<file path="src/logic/ppseq_pkg.sv">
// Purpose: constants for the parallel page program sequencer
// Assumes: 10 MHz mclk_i
// Notes:   action codes, commands and timing counts
package ppseq_pkg;
   localparam logic [1:0] ACT_ADDR        = 2'h0;
   localparam logic [1:0] ACT_CMD         = 2'h2;
   localparam logic [7:0] CMD_NOP         = 8'h00;
   localparam logic [7:0] CMD_WRITE_FLASH = 8'h10;
   localparam logic [7:0] RESET_BYTE      = 8'h00;
   // pin idle levels: load strobe low, write strobe high
   localparam logic [12:0] PIN_IDLE       = 13'h0100;
   localparam int         PROG_TIME_US    = 5;
   localparam int         CLK_MHZ         = 10;
   localparam int         PROG_CYCLES     = PROG_TIME_US * CLK_MHZ;
   localparam logic [9:0] PROG_COUNT      = 10'(PROG_CYCLES);
endpackage

</file>
<file path="src/logic/ppseq_sync_if.sv">
// Purpose: carries synchronised pin levels into the sequencer core
// Assumes: single clock mclk_i
// Notes:   filled by the pin synchroniser
`timescale 1ns/1ps
`default_nettype none
interface ppseq_sync_if;
   logic       act_high;
   logic       act_low;
   logic       half_sel;
   logic       load_lvl;
   logic       wr_n_lvl;
   logic [7:0] data;
   modport src (output act_high, act_low, half_sel, load_lvl, wr_n_lvl, data);
   modport dst (input  act_high, act_low, half_sel, load_lvl, wr_n_lvl, data);
endinterface
`default_nettype wire

</file>
<file path="src/logic/parallel_page_program_seq.sv">
// Purpose: tail of the parallel flash page program sequence, device side
// Assumes: programmer keeps strobes quiet while busy; pins asynchronous
// Notes:   page write time is a fixed count of mclk_i cycles
//
// What this block does
// Action code 00 makes the next load strobe an address byte load.
// During an address load a byte-select of one steers the byte to the high half.
// A rising load strobe latches the selected address byte from the data bus.
// A falling write strobe while writing is enabled starts a page write and drives ready/busy low.
// The programmer waits for ready/busy high before continuing.
// The programmer repeats the steps for every page it writes.
// Action code 10 makes the next load strobe a command load.
// An all-zero command byte is decoded as no operation.
// Latching the no-operation command clears all internal write controls.
// The programmer issues no strobes while ready/busy is low.
`timescale 1ns/1ps
`default_nettype none
module parallel_page_program_seq (
   // clock and reset
   input  wire logic       mclk_i,
   input  wire logic       rst_i,
   // programmer pins
   input  wire logic       action_select_high_i,
   input  wire logic       action_select_low_i,
   input  wire logic       byte_half_select_i,
   input  wire logic       load_strobe_pin_i,
   input  wire logic       write_strobe_n_i,
   input  wire logic [7:0] data_i,
   // status and flash side
   output logic            ready_busy_out_o,
   output logic [7:0]      addr_high_o,
   output logic [7:0]      addr_low_o,
   output logic [7:0]      command_o,
   output logic            write_enable_o,
   output logic            page_write_o
);
   import ppseq_pkg::*;

   typedef enum logic [0:0] {
      ST_READY = 1'b0,
      ST_BUSY  = 1'b1
   } state_e;

   ppseq_sync_if sync ();

   state_e     state_q;
   logic       load_prev_q;
   logic       wr_prev_q;
   logic [9:0] count_q;
   logic       load_rise;
   logic       wr_fall;
   logic       addr_load;
   logic       cmd_load;

   // action pins against an action code
   function automatic logic act_is(input logic hi, input logic lo, input logic [1:0] code);
      return {hi, lo} == code;
   endfunction

   ppseq_pin_sync u_sync (
      .mclk_i (mclk_i),
      .rst_i  (rst_i),
      .pins_i ({action_select_high_i, action_select_low_i, byte_half_select_i,
                load_strobe_pin_i, write_strobe_n_i, data_i}),
      .sync   (sync)
   );

   // ----------------------------------------------------------------
   // strobe edges
   // ----------------------------------------------------------------
   always_ff @(posedge mclk_i) begin
      if (rst_i) begin
         load_prev_q <= 1'b0;
         wr_prev_q   <= 1'b1;
      end else begin
         load_prev_q <= sync.load_lvl;
         wr_prev_q   <= sync.wr_n_lvl;
      end
   end

   assign load_rise = sync.load_lvl & ~load_prev_q;
   assign wr_fall   = ~sync.wr_n_lvl & wr_prev_q;
   assign addr_load = load_rise && act_is(sync.act_high, sync.act_low, ACT_ADDR);
   assign cmd_load  = load_rise && state_q == ST_READY
                      && act_is(sync.act_high, sync.act_low, ACT_CMD);

   // ----------------------------------------------------------------
   // address and command latches
   // ----------------------------------------------------------------
   always_ff @(posedge mclk_i) begin
      if (rst_i) begin
         addr_high_o <= RESET_BYTE;
         addr_low_o  <= RESET_BYTE;
      end else if (addr_load) begin
         if (sync.half_sel) begin
            addr_high_o <= sync.data;
         end else begin
            addr_low_o <= sync.data;
         end
      end
   end

   // ignored while busy, programmer must hold off
   always_ff @(posedge mclk_i) begin
      if (rst_i) begin
         command_o      <= CMD_NOP;
         write_enable_o <= 1'b0;
      end else if (cmd_load) begin                            // see
         command_o <= sync.data;
         if (sync.data == CMD_NOP) begin
            write_enable_o <= 1'b0;
         end else begin
            write_enable_o <= (sync.data == CMD_WRITE_FLASH);
         end
      end
   end

   // ----------------------------------------------------------------
   // page write timer
   // ----------------------------------------------------------------
   always_ff @(posedge mclk_i) begin
      if (rst_i) begin
         state_q          <= ST_READY;
         count_q          <= 10'h000;
         ready_busy_out_o <= 1'b1;
         page_write_o     <= 1'b0;
      end else begin
         unique case (state_q)
            ST_READY: begin
               if (wr_fall && write_enable_o) begin
                  state_q          <= ST_BUSY;
                  count_q          <= PROG_COUNT;
                  ready_busy_out_o <= 1'b0;
                  page_write_o     <= 1'b1;
               end
            end
            ST_BUSY: begin
               if (count_q == 10'h001) begin
                  state_q          <= ST_READY;
                  ready_busy_out_o <= 1'b1;
                  page_write_o     <= 1'b0;
               end
               count_q <= count_q - 10'h001;
            end
         endcase
      end
   end

   // ----------------------------------------------------------------
   // checks
   // ----------------------------------------------------------------
   busy_on_write_a: assert property (@(posedge mclk_i) disable iff (rst_i)
      (state_q == ST_READY && wr_fall && write_enable_o) |=> !ready_busy_out_o)
      else $error("write strobe did not start busy");

   busy_length_a: assert property (@(posedge mclk_i) disable iff (rst_i)
      $fell(ready_busy_out_o) |-> !ready_busy_out_o [*8])
      else $error("busy ended too early");

   busy_ends_a: assert property (@(posedge mclk_i) disable iff (rst_i)
      $fell(ready_busy_out_o) |-> ##[1:60] ready_busy_out_o)
      else $error("busy never ended");

   addr_high_load_a: assert property (@(posedge mclk_i) disable iff (rst_i)
      (load_rise && {sync.act_high, sync.act_low} == ACT_ADDR && sync.half_sel)
      |=> addr_high_o == $past(sync.data))
      else $error("high address byte not latched");

   addr_hold_a: assert property (@(posedge mclk_i) disable iff (rst_i)
      ({sync.act_high, sync.act_low} != ACT_ADDR) |=> $stable(addr_high_o))
      else $error("address changed outside address load");

   addr_low_load_a: assert property (@(posedge mclk_i) disable iff (rst_i)
      (load_rise && {sync.act_high, sync.act_low} == ACT_ADDR && !sync.half_sel)
      |=> addr_low_o == $past(sync.data) && $stable(addr_high_o))
      else $error("low address byte wrongly latched");

   nop_clears_a: assert property (@(posedge mclk_i) disable iff (rst_i)
      (load_rise && state_q == ST_READY && {sync.act_high, sync.act_low} == ACT_CMD
       && sync.data == CMD_NOP) |=> !write_enable_o && command_o == CMD_NOP)
      else $error("no-op did not clear write controls");

   cmd_load_a: assert property (@(posedge mclk_i) disable iff (rst_i)
      (load_rise && state_q == ST_READY && {sync.act_high, sync.act_low} == ACT_CMD)
      |=> command_o == $past(sync.data))
      else $error("command not latched");

   status_match_a: assert property (@(posedge mclk_i) disable iff (rst_i)
      page_write_o == !ready_busy_out_o)
      else $error("page write and ready disagree");

   other_action_a: assert property (@(posedge mclk_i) disable iff (rst_i) // see
      (load_rise && !act_is(sync.act_high, sync.act_low, ACT_ADDR)
       && !act_is(sync.act_high, sync.act_low, ACT_CMD))
      |=> $stable(addr_high_o) && $stable(addr_low_o) && $stable(command_o))
      else $error("data load changed a latch");

   busy_refuse_a: assert property (@(posedge mclk_i) disable iff (rst_i)
      (state_q == ST_BUSY) |=> $stable(command_o) && $stable(write_enable_o))
      else $error("command taken while busy");

   busy_start_a: assert property (@(posedge mclk_i) disable iff (rst_i)
      $fell(ready_busy_out_o) |-> count_q == PROG_COUNT && page_write_o)
      else $error("page write started with wrong count");

   busy_hold_a: assert property (@(posedge mclk_i) disable iff (rst_i)
      (state_q == ST_BUSY && count_q != 10'h001) |=> !ready_busy_out_o)
      else $error("busy dropped before count ran out");

   busy_done_a: assert property (@(posedge mclk_i) disable iff (rst_i)
      (state_q == ST_BUSY && count_q == 10'h001) |=> ready_busy_out_o && !page_write_o)
      else $error("busy did not end at count end");

   ready_stay_a: assert property (@(posedge mclk_i) disable iff (rst_i)
      (state_q == ST_READY && !(wr_fall && write_enable_o)) |=> ready_busy_out_o)
      else $error("busy without an enabled write strobe");

   other_cmd_a: assert property (@(posedge mclk_i) disable iff (rst_i)
      (cmd_load && sync.data != CMD_NOP && sync.data != CMD_WRITE_FLASH)
      |=> !write_enable_o)
      else $error("unknown command enabled writing");
endmodule
`default_nettype wire

</file>
<file path="src/logic/ppseq_pin_sync.sv">
// Purpose: two-flop synchroniser for all programmer pins
// Assumes: pins are asynchronous to mclk_i
// Notes:   first stage read by the second stage only
`timescale 1ns/1ps
`default_nettype none
module ppseq_pin_sync (
   input  wire logic       mclk_i,
   input  wire logic       rst_i,
   input  wire logic [12:0] pins_i,
   ppseq_sync_if.src       sync
);
   import ppseq_pkg::*;

   logic [12:0] meta_q;
   logic [12:0] sync_q;

   always_ff @(posedge mclk_i) begin
      if (rst_i) begin
         meta_q <= PIN_IDLE;
         sync_q <= PIN_IDLE;
      end else begin
         meta_q <= pins_i;
         sync_q <= meta_q;
      end
   end

   assign sync.act_high = sync_q[12];
   assign sync.act_low  = sync_q[11];
   assign sync.half_sel = sync_q[10];
   assign sync.load_lvl = sync_q[9];
   assign sync.wr_n_lvl = sync_q[8];
   assign sync.data     = sync_q[7:0];
endmodule
`default_nettype wire

</file>
<file path="config.mk">
export PLATFORM = sky130hd
export DESIGN_NAME = parallel_page_program_seq
export DESIGN_NICKNAME = d
export VERILOG_FILES = /design/src/logic/ppseq_pkg.sv /design/src/logic/ppseq_sync_if.sv /design/src/logic/parallel_page_program_seq.sv /design/src/logic/ppseq_pin_sync.sv
export SDC_FILE = /design/constraint.sdc
export NUM_CORES = 1
export LEC_CHECK = 0
export ABC_AREA = 0
export BUFFER_PORTS_ARGS = -buffer_cell sky130_fd_sc_hd__buf_2
export CAP_MARGIN = 10
export CORE_MARGIN = 4
export CORE_UTILIZATION = 35
export CTS_BUF_LIST = sky130_fd_sc_hd__clkbuf_4 sky130_fd_sc_hd__clkbuf_8
export CTS_CLUSTER_SIZE = 25
export DETAILED_ROUTE_END_ITERATION = 16
export PLACE_DENSITY = 0.61
export SYNTH_ARGS = -nofsm -noshare
export SYNTH_HDL_FRONTEND = slang
export SYNTH_SLANG_ARGS = --single-unit
export TNS_END_PERCENT = 10
</file>
<file path="constraint.sdc">
create_clock -name mclk_i -period 3.75 [get_ports mclk_i]
set_clock_uncertainty 0.2 [all_clocks]
set_input_delay 0.375 -clock mclk_i [delete_from_list [all_inputs] [get_ports mclk_i]]
set_output_delay 0.375 -clock mclk_i [all_outputs]
set_load 0.1 [all_outputs]
</file>
Word level (Yosys, flattened, before mapping). Index checks and enable logic that the tools add are counted.

Add/subtract/negate cells: 1. Eq/ne operators: 5. Multiplexer cells: 12. Bitwise logic cells: 6. Reduce and logical (&&, ||, !) cells: 9.

Operators by type and width (count): 10-bit case mux with 2 select lines (1); 10-bit by 1-bit == test with 1-bit output (second input constant) (1); 10-bit 2-to-1 mux (1); 10-bit by 1-bit subtractor with 10-bit output (second input constant) (1); 8-bit by 5-bit == test with 1-bit output (second input constant) (1); 8-bit logical NOT (1); 1-bit 2-to-1 mux (7); 1-bit case mux with 2 select lines (3); 2-bit AND reduction (3); 1-bit logical AND (4); 2-bit by 1-bit != test with 1-bit output (second input constant) (2); 1-bit NOT (4); 1-bit bitwise AND (2); 2-bit == test (second input constant) (1); 2-bit logical NOT (1).

Register bits: 66. Input bits: 15. Output and inout bits: 27.

Depth between registers and ports, before layout. Gate-level depths: netlist of run 1.

Depth in word-level cells: 5. Gate-level depth with buffers: 5. Mapped depth without buffers: 5.

Hierarchy. A second synthesis of run 1 with hierarchy kept.

Cell total of the unflattened synthesis: 234. Area total of the unflattened synthesis: 2483.6 µm².

Modules (own cells, without submodules): parallel_page_program_seq (times used 1, cells an instance 180, area an instance 1781.7 µm², sequential area each 800.8 µm²); ppseq_pin_sync (times used 1, cells an instance 54, area an instance 701.9 µm², sequential area each 520.5 µm²).

Worst setup path after synthesis of run 1. No wires, ideal clock.

Path type: reg2reg. Start point: reg write_enable_o. End point: reg count_q[8]. Setup time: 0.123 ns. Data arrival time: 1.738 ns. Path slack: 1.689 ns. Stages on the path, launching flop included: 5. Buffers on the path: 1. Clock period less this slack: 2.061 ns. Path through: dfxtp_1 nor4bb_1 buf_2 nor3b_1 mux2_1.

Longest elaborated chain between the ends: 2.

RTL lines: from (decl) (RTL line parallel_page_program_seq.sv:34) `output logic write_enable_o,`; from (signal assigned) (RTL line parallel_page_program_seq.sv:113) `write_enable_o <= (sync.data == CMD_WRITE_FLASH);`; 1-bit logical AND (RTL line parallel_page_program_seq.sv:130) `if (wr_fall && write_enable_o) begin`; 2-bit by 1-bit != test with 1-bit output (no source line); to (signal assigned) (RTL line parallel_page_program_seq.sv:143) `count_q <= count_q - 10'h001;`; to (decl) (RTL line parallel_page_program_seq.sv:49) `logic [9:0] count_q;`.

No other way between the ends. A chain may end at the register's enable or synchronous reset.

Worst setup path in the final report of run 1.
Start point: reg load_prev_q. End point: reg addr_high_o[5].

Longest elaborated chain between the ends: 4.

RTL lines: from (decl) (RTL line parallel_page_program_seq.sv:47) `logic load_prev_q;`; from (signal assigned) (RTL line parallel_page_program_seq.sv:76) `load_prev_q <= sync.load_lvl;`; 1-bit NOT (RTL line parallel_page_program_seq.sv:81) `assign load_rise = sync.load_lvl & ~load_prev_q;`; 1-bit bitwise AND (RTL line parallel_page_program_seq.sv:81); 1-bit logical AND (RTL line parallel_page_program_seq.sv:83) `assign addr_load = load_rise && act_is(sync.act_high, sync.act_low, ACT_ADDR);`; 2-bit AND reduction (no source line); to (signal assigned) (RTL line parallel_page_program_seq.sv:96) `addr_high_o <= sync.data;`; to (decl) (RTL line parallel_page_program_seq.sv:31) `output logic [7:0] addr_high_o,`.

No other way between the ends.

==> results of run 1 <==
[metrics by stage]
step / util [%] / power [mW] / area [um^2]
after floorplan: - / 0.780 / 2450
after global placement: 39.9 / 0.793 / 2710
after detailed placement: 39.9 / 0.794 / 2710
after CTS: 43.1 / 1.44 / 2930
after global routing: 43.3 / 1.49 / 2940
final: 43.3 / 1.42 / 2940
[kinds of logic after synthesis]
family	after synthesis	synth area share, %
AO/OA/AOI/OAI	26	5.98
XOR/XNOR	2	0.716
adder cells (fa/ha/maj)	2	1.02
buffers and inverters	18	3.53
flip-flops	66	54.0
multiplexers	20	8.38
AND/OR/NAND/NOR	100	26.4
[where the power goes]
group,internal (mW),switching [mW]
clock,0.387,0.251
sequential,0.716,0.00666
combinational,0.0236,0.0320
total,1.13,0.290
[final timing paths]
check | from | end | slack, ns
worst max register to register | load_prev_q | addr_high_o[5] | 1.65
worst min register to register | u_sync.meta_q[8] | u_sync.sync_q[8] | 0.21
worst max-delay path | load_prev_q | addr_high_o[5] | 1.65
worst min-delay path | byte_half_select_i | u_sync.meta_q[10] | 0.05
[worst max-delay path, stage by stage, from the launching register on]
cell and delay [ns]:
dfxtp_1 0.31, or3b_1 0.53, nor3b_2 0.75, mux2i_1 0.25
[flip-flops by register name, indices dropped and copies added, names as in the netlist, 8 cells and up]
name           count
u_sync.sync_q     13
addr_low_o         8
addr_high_o        8
u_sync.meta_q     13
command_o          8
count_q           10
[per-layer routing]
layer / part of all wire [%] / global-route usage (%)
met5: 0 / 0
met4: 4.6 / 9.42
met3: 7.1 / 4.76
met2: 41 / 16.1
met1: 47 / 15.0
[area by class of cell]
cell class	count	area [um^2]	area share [%]
sequential	66	1320	44.9
inverter	3	11.3	0.383
clock inverter	6	80.1	2.72
timing repair buffer	44	230	7.83
multi-input combinational	150	1040	35.4
clock buffer	10	138	4.68
tap	96	120	4.09
[placed cells by master, fill, tap and decap left out, types with 3 or more instances in the layout]
cell type / count
dfxtp_1: 66
buf_2: 41
nand2b_1: 27
nor2b_1: 26
mux2i_1: 16
nand3_1: 12
a21oi_1: 11
o21ai_0: 10
clkbuf_8: 10
nor2_1: 6
nor3b_1: 4
clkinv_2: 4
inv_1: 3
or2_2: 3
nor3_1: 3
==> metrics.log, run 1 <==
[metrics] Critical Setup Path Class: reg -> reg
[metrics] share of flip-flops with an asynchronous set or reset: 0%
[metrics] Max VDD drop: 0.238 mV
[metrics] max cap viols: 0
[metrics] number of global-route vias before repair: 1589
[metrics] # rows: 30
[metrics] Routed Wire Length: 4.43 mm
[metrics] clock latency on the worst-skew pair: 0.33 ns
[metrics] Yosys top cell by area: dfxtp_1
[metrics] normalized max-slew margin: 44.5%
[metrics] DRC violation count after routing: 0
[metrics] overall global routing resource usage: 12.0%
[metrics] top-count cell post-synth: dfxtp_1
[metrics] starting density of the core: 36.0%
[metrics] area share of the largest cell type after synthesis: 54.0%
[metrics] area grow syn2layout: 20.1%
[metrics] required time at the worst-slack endpoint: 3.81 ns
[metrics] path class of the lowest-slack min-delay path: in -> reg
[metrics] Antenna diodes: 0
[metrics] wire length of the first global-routing pass: 7.71 mm
[metrics] number of hold violations in the final report: 0
[metrics] unrepaired setup endpoints after global routing: no
[metrics] count of nets after finishing: 291
[metrics] die outline area: 8390 um^2
[metrics] worst-margin pin slew: 0.828 ns
[metrics] count of non-filler cells in the finished layout: 375
[metrics] distinct cell type count after synthesis: 38
[metrics] register bit total from synthesis: 66
[metrics] worst hold slack after final layout: 0.0478 ns
[metrics] clock sink total: 66
[metrics] fin worst setup slack: 1.65 ns
[metrics] final-layout fill cell count: 667
[metrics] number of antenna violations at the first check in global routing: 0
[metrics] worst r2r path cells: 3
[metrics] x dimension of the die: 91.6 um
[metrics] number of input and output port buffers inserted: 41
[metrics] Root Driver: clkbuf_8
[metrics] htree depth: 3
[metrics] die extent in y: 91.6 um
[metrics] startpoint type of the worst setup path: register
[metrics] Achievable Freq: 475 MHz
[metrics] final global-route overflow total: 0
[metrics] number of gates resized after cts: 0
[metrics] share of cells above drive strength 1: 24.0%
[metrics] leading cell types by count after synthesis: dfxtp_1, nand2b_1, nor2b_1
[metrics] routed via count divided by cell count: 4.52
[metrics] starting DRC count in detailed routing: 85
[metrics] sequential fraction of the synthesis area: 54.0%
[metrics] remaining number of nets flagged by the antenna check after routing: 0
[metrics] TritonCTS clock tree: done
[metrics] register clock-pin slew on the reported worst setup and hold paths: 0.07 ns
[metrics] number of buffers between clock root and the deepest sink: 2
[metrics] average routed wire per standard cell: 11.8 um
[metrics] Final Cycle Share: 56.1%
[metrics] max-slew violation total from the final report: 0
[metrics] first drt pass iteration count: 4
[metrics] Worst Setup Slack post-DPL: 1.66 ns
[metrics] Final Wtd Congestion: 0.772
[metrics] maximum number of pins on one net before global-route repair: 51
[metrics] Mapped Nets: 251
[metrics] area inside the core boundary: 6790 um^2
[metrics] capturing element type of the critical path: register
[metrics] final-report setup violation count: 0
[metrics] post-CTS setup buffer count: 0
[metrics] synthesized netlist cell count: 234
[metrics] number of buffers created by CTS: 9
[metrics] most instantiated flip-flop cell in the synthesis netlist: dfxtp_1
[metrics] final period demand of the worst path: 2.10 ns
[metrics] placed cell count: 358
[metrics] power per cell area: 482 nW/um^2
[metrics] number of cells traversed by the worst hold path: 2
[metrics] Worst EP arrival: 2.17 ns
[metrics] Leak Pwr: 1.19 nW
[metrics] Top-Level Pins: 42
[metrics] summed instance area of the synthesized netlist: 2450 um^2
[metrics] status: finished clean
[metrics] hold buffer count at CTS: 0
[metrics] number of flops mapped to enable cells by yosys: 0
[metrics] total of warnings raised by yosys: 0
[metrics] TNS Setup: 0 ns
[metrics] worst-path maximum fanout: 11
[metrics] Syn Area/Cell: 10.5 um^2
[metrics] cell types with the largest area share after synthesis: dfxtp_1, nand2b_1, nor2b_1
[metrics] total via count after detailed routing: 1694
[metrics] half-perimeter wire length after placement: 3.02 mm
Note: power is estimated with default switching activity, not from simulation.
==> inputs of run 2 (changes only) <==
- PLACE_DENSITY: 0.61 -> 0.63
- clock period: 3.75 -> 1.88 ns (I/O delays scaled with it)
==> run 2 against run 1 <==
Routed wire length increased by 4.0%. Largest power group unchanged. Critical path type unchanged. Final cell count grew 4.8%. Sequential share of layout area fell by 2.3 points. Register-to-register slack worse by 1.5 ns. Clock-buffer cell count unchanged. Critical endpoint is now addr_low_o[6]. Die area unchanged. Critical path depth is the same.
==> metrics.log, run 2 (synthesis results as in run 1) <==
[metrics] status: finished clean
[metrics] remaining number of nets flagged by the antenna check after routing: 0
[metrics] worst hold start: rst_i
[metrics] TritonCTS clock tree: done
[metrics] Achievable Freq: 562 MHz
[metrics] average routed wire per standard cell: 11.7 um
[metrics] worst r2r path cells: 3
[metrics] register clock-pin slew on the reported worst setup and hold paths: 0.07 ns
[metrics] share of cells above drive strength 1: 24.9%
[metrics] x dimension of the die: 91.6 um
[metrics] total number of cells along the worst setup path: 3
[metrics] DRC violation count after routing: 0
[metrics] half-perimeter wire length after placement: 3.24 mm
[metrics] area grow syn2layout: 26.7%
[metrics] Reg2Reg Launch Point: load_prev_q
[metrics] die extent in y: 91.6 um
[metrics] required time at the worst-slack endpoint: 1.88 ns
[metrics] number of global-route vias before repair: 1714
[metrics] biggest regs: u_sync.meta_q x13, u_sync.sync_q x13, count_q x10
[metrics] Final Cycle Share: 94.6%
[metrics] number of gates resized after cts: 0
[metrics] top library cells by usage in the layout, fill and taps aside: dfxtp_1, buf_2, nand2b_1
[metrics] final core occ: 45.7%
[metrics] final-layout fill cell count: 651
[metrics] worst-margin pin slew: 0.560 ns
[metrics] die outline area: 8390 um^2
[metrics] number of buffers between clock root and the deepest sink: 2
[metrics] wire length of the first global-routing pass: 7.91 mm
[metrics] unrepaired setup endpoints after global routing: no
[metrics] max cap viols: 0
[metrics] Routed Wire Length: 4.61 mm
[metrics] # rows: 30
[metrics] Combinational Power Share: 5.2%
[metrics] area after detailed placement: 2770 um^2
[metrics] capturing element type of the critical path: register
[metrics] switching power share of the total: 21.5%
[metrics] routed via count divided by cell count: 4.44
[metrics] cell-by-cell listing of the critical path: or3b_1 > or3_1 > mux2i_1
[metrics] normalized max-slew margin: 62.5%
[metrics] Critical Setup Path Class: reg -> reg
[metrics] power per cell area: 877 nW/um^2
[metrics] count of nets after finishing: 310
[metrics] Max VDD drop: 0.391 mV
[metrics] number of input and output port buffers inserted: 41
[metrics] clock sink total: 66
[metrics] Antenna diodes: 0
[metrics] startpoint type of the worst setup path: register
[metrics] number of antenna violations at the first check in global routing: 0
[metrics] number of hold violations in the final report: 0
[metrics] Int Pwr: 2.14 mW
[metrics] most common cell after layout, fill and taps aside: dfxtp_1
[metrics] part of the power in the clock network: 41.8%
[metrics] clock latency on the worst-skew pair: 0.33 ns
[metrics] Leak Pwr: 1.26 nW
[metrics] portion of total power attributed to sequential cells: 53.0%
[metrics] TNS Setup: 0 ns
[metrics] htree depth: 3
[metrics] final-report setup violation count: 0
[metrics] starting density of the core: 36.0%
[metrics] max-slew violation total from the final report: 0
[metrics] first drt pass iteration count: 6
[metrics] combined buffer and inverter count along the critical path: 0
[metrics] net load switching power: 0.585 mW
[metrics] largest stage delay on the critical path: 0.53 ns
[metrics] area inside the core boundary: 6790 um^2
[metrics] startpoint of the worst setup timing path: load_prev_q
[metrics] Root Driver: clkbuf_8
[metrics] path class of the lowest-slack min-delay path: in -> reg
[metrics] Design Area, Final: 3100 um^2
[metrics] final global-route overflow total: 0
[metrics] starting DRC count in detailed routing: 63
[metrics] total via count after detailed routing: 1745
[metrics] Worst EP arrival: 1.78 ns
[metrics] worst-path maximum fanout: 8
[metrics] final period demand of the worst path: 1.78 ns
[metrics] slowest cell on the critical path: or3_1
[metrics] Top-Level Pins: 42
[metrics] number of buffers created by CTS: 9
[metrics] maximum number of pins on one net before global-route repair: 31
[metrics] overall global routing resource usage: 12.0%
[metrics] number of cells traversed by the worst hold path: 2
[metrics] Final Wtd Congestion: 0.750
[metrics] cell family with the largest share of critical-path delay: simple AND/OR/NAND/NOR gates
[run 2: layout make-up]
cell class | count | area (um^2) | area share, %
timing repair buffer | 63 | 415 | 13.4
multi-input combinational | 150 | 1040 | 33.5
tap | 96 | 120 | 3.87
clock buffer | 10 | 138 | 4.44
clock inverter | 5 | 55.1 | 1.77
inverter | 3 | 11.3 | 0.363
sequential | 66 | 1320 | 42.6
[run 2: power groups by stage]
stage / clock [mW] / sequential (mW) / combinational (mW)
2_1_floorplan: 0 / 1.48 / 0.0706
3_3_place_gp: 0 / 1.47 / 0.121
3_5_place_dp: 0 / 1.47 / 0.122
4_1_cts: 1.18 / 1.44 / 0.142
5_1_grt: 1.23 / 1.44 / 0.155
6_report: 1.14 / 1.44 / 0.141
[run 2: path summary, 6_finish.rpt]
path         slack [ns]           endpoint
max                0.10      addr_low_o[6]
min                0.13  u_sync.meta_q[11]
max reg2reg        0.10      addr_low_o[6]
min reg2reg        0.21   u_sync.sync_q[8]
[run 2: per-layer routing]
layer  vias to the layer above  global-route usage [%]  wire, um
li1                        914                       -         -
met2                        34                    17.5      1970
met1                       786                    15.2      2280
met3                        11                    3.20       212
met5                         -                       0         0
met4                         0                    8.67       144
[run 2: repair_timing]
action,in CTS,in global routing
hold endpoints to repair,13,0
buffers inserted,0,1
hold buffers,13,0
endpoints found under the setup margin,0,1
[run 2: stage by stage]
step / power, mW / hold slack [ns] / worst slack, ns / std cells
2_1_floorplan: 1.56 / 0.0918 / 0.143 / 234
5_1_grt: 2.83 / 0.159 / 0.0298 / 393
4_1_cts: 2.77 / 0.117 / 0.0942 / 392
3_5_place_dp: 1.59 / 0.178 / 0.108 / 364
3_3_place_gp: 1.59 / 0.173 / 0.123 / 364
6_report: 2.72 / 0.132 / 0.101 / 393
[run 2: worst reg2reg max path, delay by kind of cell (launching register included)]
family | cells | cell delay (ns)
flip-flops | 1 | 0.31
AND/OR/NAND/NOR | 2 | 0.96
multiplexers | 1 | 0.19
==> inputs of run 3 (changes only) <==
- SYNTH_HIERARCHICAL: unset -> 1
==> run 3 against run 2 <==
Non-clock buffer count fell by 1. Final area increased by 2.4%. Routed wire length down 0.67%. Largest power group unchanged. Power increased by 6.5%. Global-route usage grew 0.16 points. Die area grew 1.4%. Combinational power about the same. Synthesized cell count is the same. Worst hold slack got worse by 0.025 ns. Via count rose by 3.6%.
==> metrics.log, run 3 <==
[metrics] worst r2r path cells: 3
[metrics] area share of the largest cell type after synthesis: 53.2%
[metrics] worst-margin pin slew: 0.519 ns
[metrics] Mapped Nets: 251
[metrics] number of buffers between clock root and the deepest sink: 2
[metrics] # rows: 30
[metrics] Critical Setup Path Class: reg -> reg
[metrics] number of cells traversed by the worst hold path: 2
[metrics] die outline area: 8510 um^2
[metrics] synthesized netlist cell count: 234
[metrics] TritonCTS clock tree: done
[metrics] Syn Area/Cell: 10.6 um^2
[metrics] Routed Wire Length: 4.58 mm
[metrics] startpoint type of the worst setup path: register
[metrics] x dimension of the die: 92.2 um
[metrics] number of hold violations in the final report: 0
[metrics] capturing element type of the critical path: register
[metrics] max-slew violation total from the final report: 0
[metrics] sequential fraction of the synthesis area: 53.2%
[metrics] clock sink total: 66
[metrics] routed via count divided by cell count: 4.57
[metrics] Yosys top cell by area: dfxtp_1
[metrics] power per cell area: 912 nW/um^2
[metrics] top library cells by usage in the layout, fill and taps aside: dfxtp_1, buf_2, nand2b_1
[metrics] Max VDD drop: 0.446 mV
[metrics] cell types with the largest area share after synthesis: dfxtp_1, nand2b_1, mux2i_1
[metrics] share of cells above drive strength 1: 25.1%
[metrics] biggest regs: u_sync/meta_q x13, u_sync/sync_q x13, count_q x10
[metrics] register clock-pin slew on the reported worst setup and hold paths: 0.07 ns
[metrics] part of the power in the clock network: 45.4%
[metrics] net load switching power: 0.638 mW
[metrics] Final Cycle Share: 90.8%
[metrics] Top-Level Pins: 42
[metrics] share of flip-flops with an asynchronous set or reset: 0%
[metrics] number of flops mapped to enable cells by yosys: 0
[metrics] half-perimeter wire length after placement: 3.21 mm
[metrics] Int Pwr: 2.26 mW
[metrics] Leak Pwr: 1.30 nW
[metrics] Final Wtd Congestion: 0.700
[metrics] switching power share of the total: 22.0%
[metrics] maximum number of pins on one net before global-route repair: 31
[metrics] path class of the lowest-slack min-delay path: in -> reg
[metrics] average routed wire per standard cell: 11.6 um
[metrics] distinct cell type count after synthesis: 45
[metrics] Combinational Power Share: 4.9%
[metrics] number of input and output port buffers inserted: 41
[metrics] total via count after detailed routing: 1807
[metrics] final-report setup violation count: 0
[metrics] unrepaired setup endpoints after global routing: no
[metrics] remaining number of nets flagged by the antenna check after routing: 0
[metrics] number of buffers created by CTS: 9
[metrics] DRC violation count after routing: 0
[metrics] clock latency on the worst-skew pair: 0.33 ns
[metrics] normalized max-slew margin: 65.3%
[metrics] overall global routing resource usage: 12.1%
[metrics] number of global-route vias before repair: 1777
[metrics] Achievable Freq: 586 MHz
[metrics] Worst EP arrival: 1.73 ns
[metrics] status: finished clean
[metrics] total of warnings raised by yosys: 6
[metrics] Root Driver: clkbuf_8
[metrics] required time at the worst-slack endpoint: 1.90 ns
[metrics] top-count cell post-synth: dfxtp_1
[metrics] leading cell types by count after synthesis: dfxtp_1, nand2b_1, nor2b_1
[metrics] worst-path maximum fanout: 7
[metrics] wire length of the first global-routing pass: 8.23 mm
[metrics] max cap viols: 0
[metrics] starting DRC count in detailed routing: 122
[metrics] portion of total power attributed to sequential cells: 49.7%
[metrics] count of non-filler cells in the finished layout: 395
[metrics] htree depth: 3
[metrics] count of nets after finishing: 311
[metrics] die extent in y: 92.2 um
[metrics] most common cell after layout, fill and taps aside: dfxtp_1
[metrics] starting density of the core: 36.4%
[metrics] summed instance area of the synthesized netlist: 2480 um^2
[metrics] most instantiated flip-flop cell in the synthesis netlist: dfxtp_1
[metrics] final global-route overflow total: 0
[metrics] post-CTS setup buffer count: 0
[metrics] TNS Setup: 0 ns
[metrics] Antenna diodes: 0
[metrics] area grow syn2layout: 27.9%
[metrics] placed cell count: 366
[metrics] number of antenna violations at the first check in global routing: 0
[metrics] first drt pass iteration count: 4
[metrics] final period demand of the worst path: 1.71 ns
[metrics] register bit total from synthesis: 66
[metrics] area inside the core boundary: 6830 um^2
-- run 3: cell families after synthesis --
| logic type | after synthesis | share of synthesized area, % |
|---|---|---|
| fa+ha+maj | 2 | 1.01 |
| flops | 66 | 53.2 |
| xor+xnor | 2 | 0.705 |
| mux | 19 | 7.96 |
| compound gates | 31 | 7.51 |
| buf+inv | 19 | 4.03 |
| simple gates | 95 | 25.6 |
-- run 3: area by class of cell --
cell class              count  area [um^2]
fillers                   677         3650
flip-flops and latches     66         1320
inverters                   6         22.5
clock inverters             7          100
repair buffers             62          420
clock buffers               9          124
multi-input cells         149         1070
well taps                  96          120
-- run 3: power groups by stage --
| stage | registers [mW] | clock network [mW] | logic (mW) |
|---|---|---|---|
| after global routing | 1.44 | 1.43 | 0.156 |
| after floorplan | 1.48 | 0 | 0.0686 |
| after detailed placement | 1.47 | 0 | 0.121 |
| after CTS | 1.44 | 1.35 | 0.142 |
| final | 1.44 | 1.32 | 0.141 |
| after global placement | 1.47 | 0 | 0.120 |
-- run 3: worst max-delay path, cell delays in order, from the launching register on --
cell	delay, ns
dfxtp_1	0.38
nor4b_4	0.53
nand4_1	0.17
mux2_1	0.32
-- run 3: layer usage --
layer  vias up  track usage (%)  wire [um]
met5         -                0          0
met4         0             5.94         78
met3         7             3.94        204
met2        38             17.5       1930
met1       841             16.2       2360
li1        921                -          -
-- run 3: path summary, 6_finish.rpt --
| path | from | end | slack (ns) |
|---|---|---|---|
| min reg2reg | u_sync/meta_q[8] | u_sync/sync_q[8] | 0.21 |
| min | rst_i | u_sync/sync_q[12] | 0.11 |
| max | count_q[2] | count_q[8] | 0.17 |
| max reg2reg | count_q[2] | count_q[8] | 0.17 |
-- run 3: per-stage QoR --
| step | worst slack (ns) | util (%) | power [mW] | hold WS (ns) | area, um^2 |
|---|---|---|---|---|---|
| 6_report | 0.173 | 46.5 | 2.90 | 0.107 | 3180 |
| 5_1_grt | 0.0585 | 46.5 | 3.03 | 0.127 | 3180 |
| 4_1_cts | 0.0546 | 46.4 | 2.93 | 0.0890 | 3170 |
| 3_5_place_dp | 0.0874 | 41.2 | 1.59 | 0.177 | 2820 |
| 3_3_place_gp | 0.104 | 41.2 | 1.59 | 0.170 | 2820 |
| 2_1_floorplan | 0.00609 | - | 1.55 | 0.0596 | 2480 |
-- run 3: what timing repair did --
item | in CTS | in global routing
setup endpoints to repair | 0 | 5
gates resized for setup | 0 | 1
hold endpoints to repair | 13 | 0
hold buffers | 13 | 0
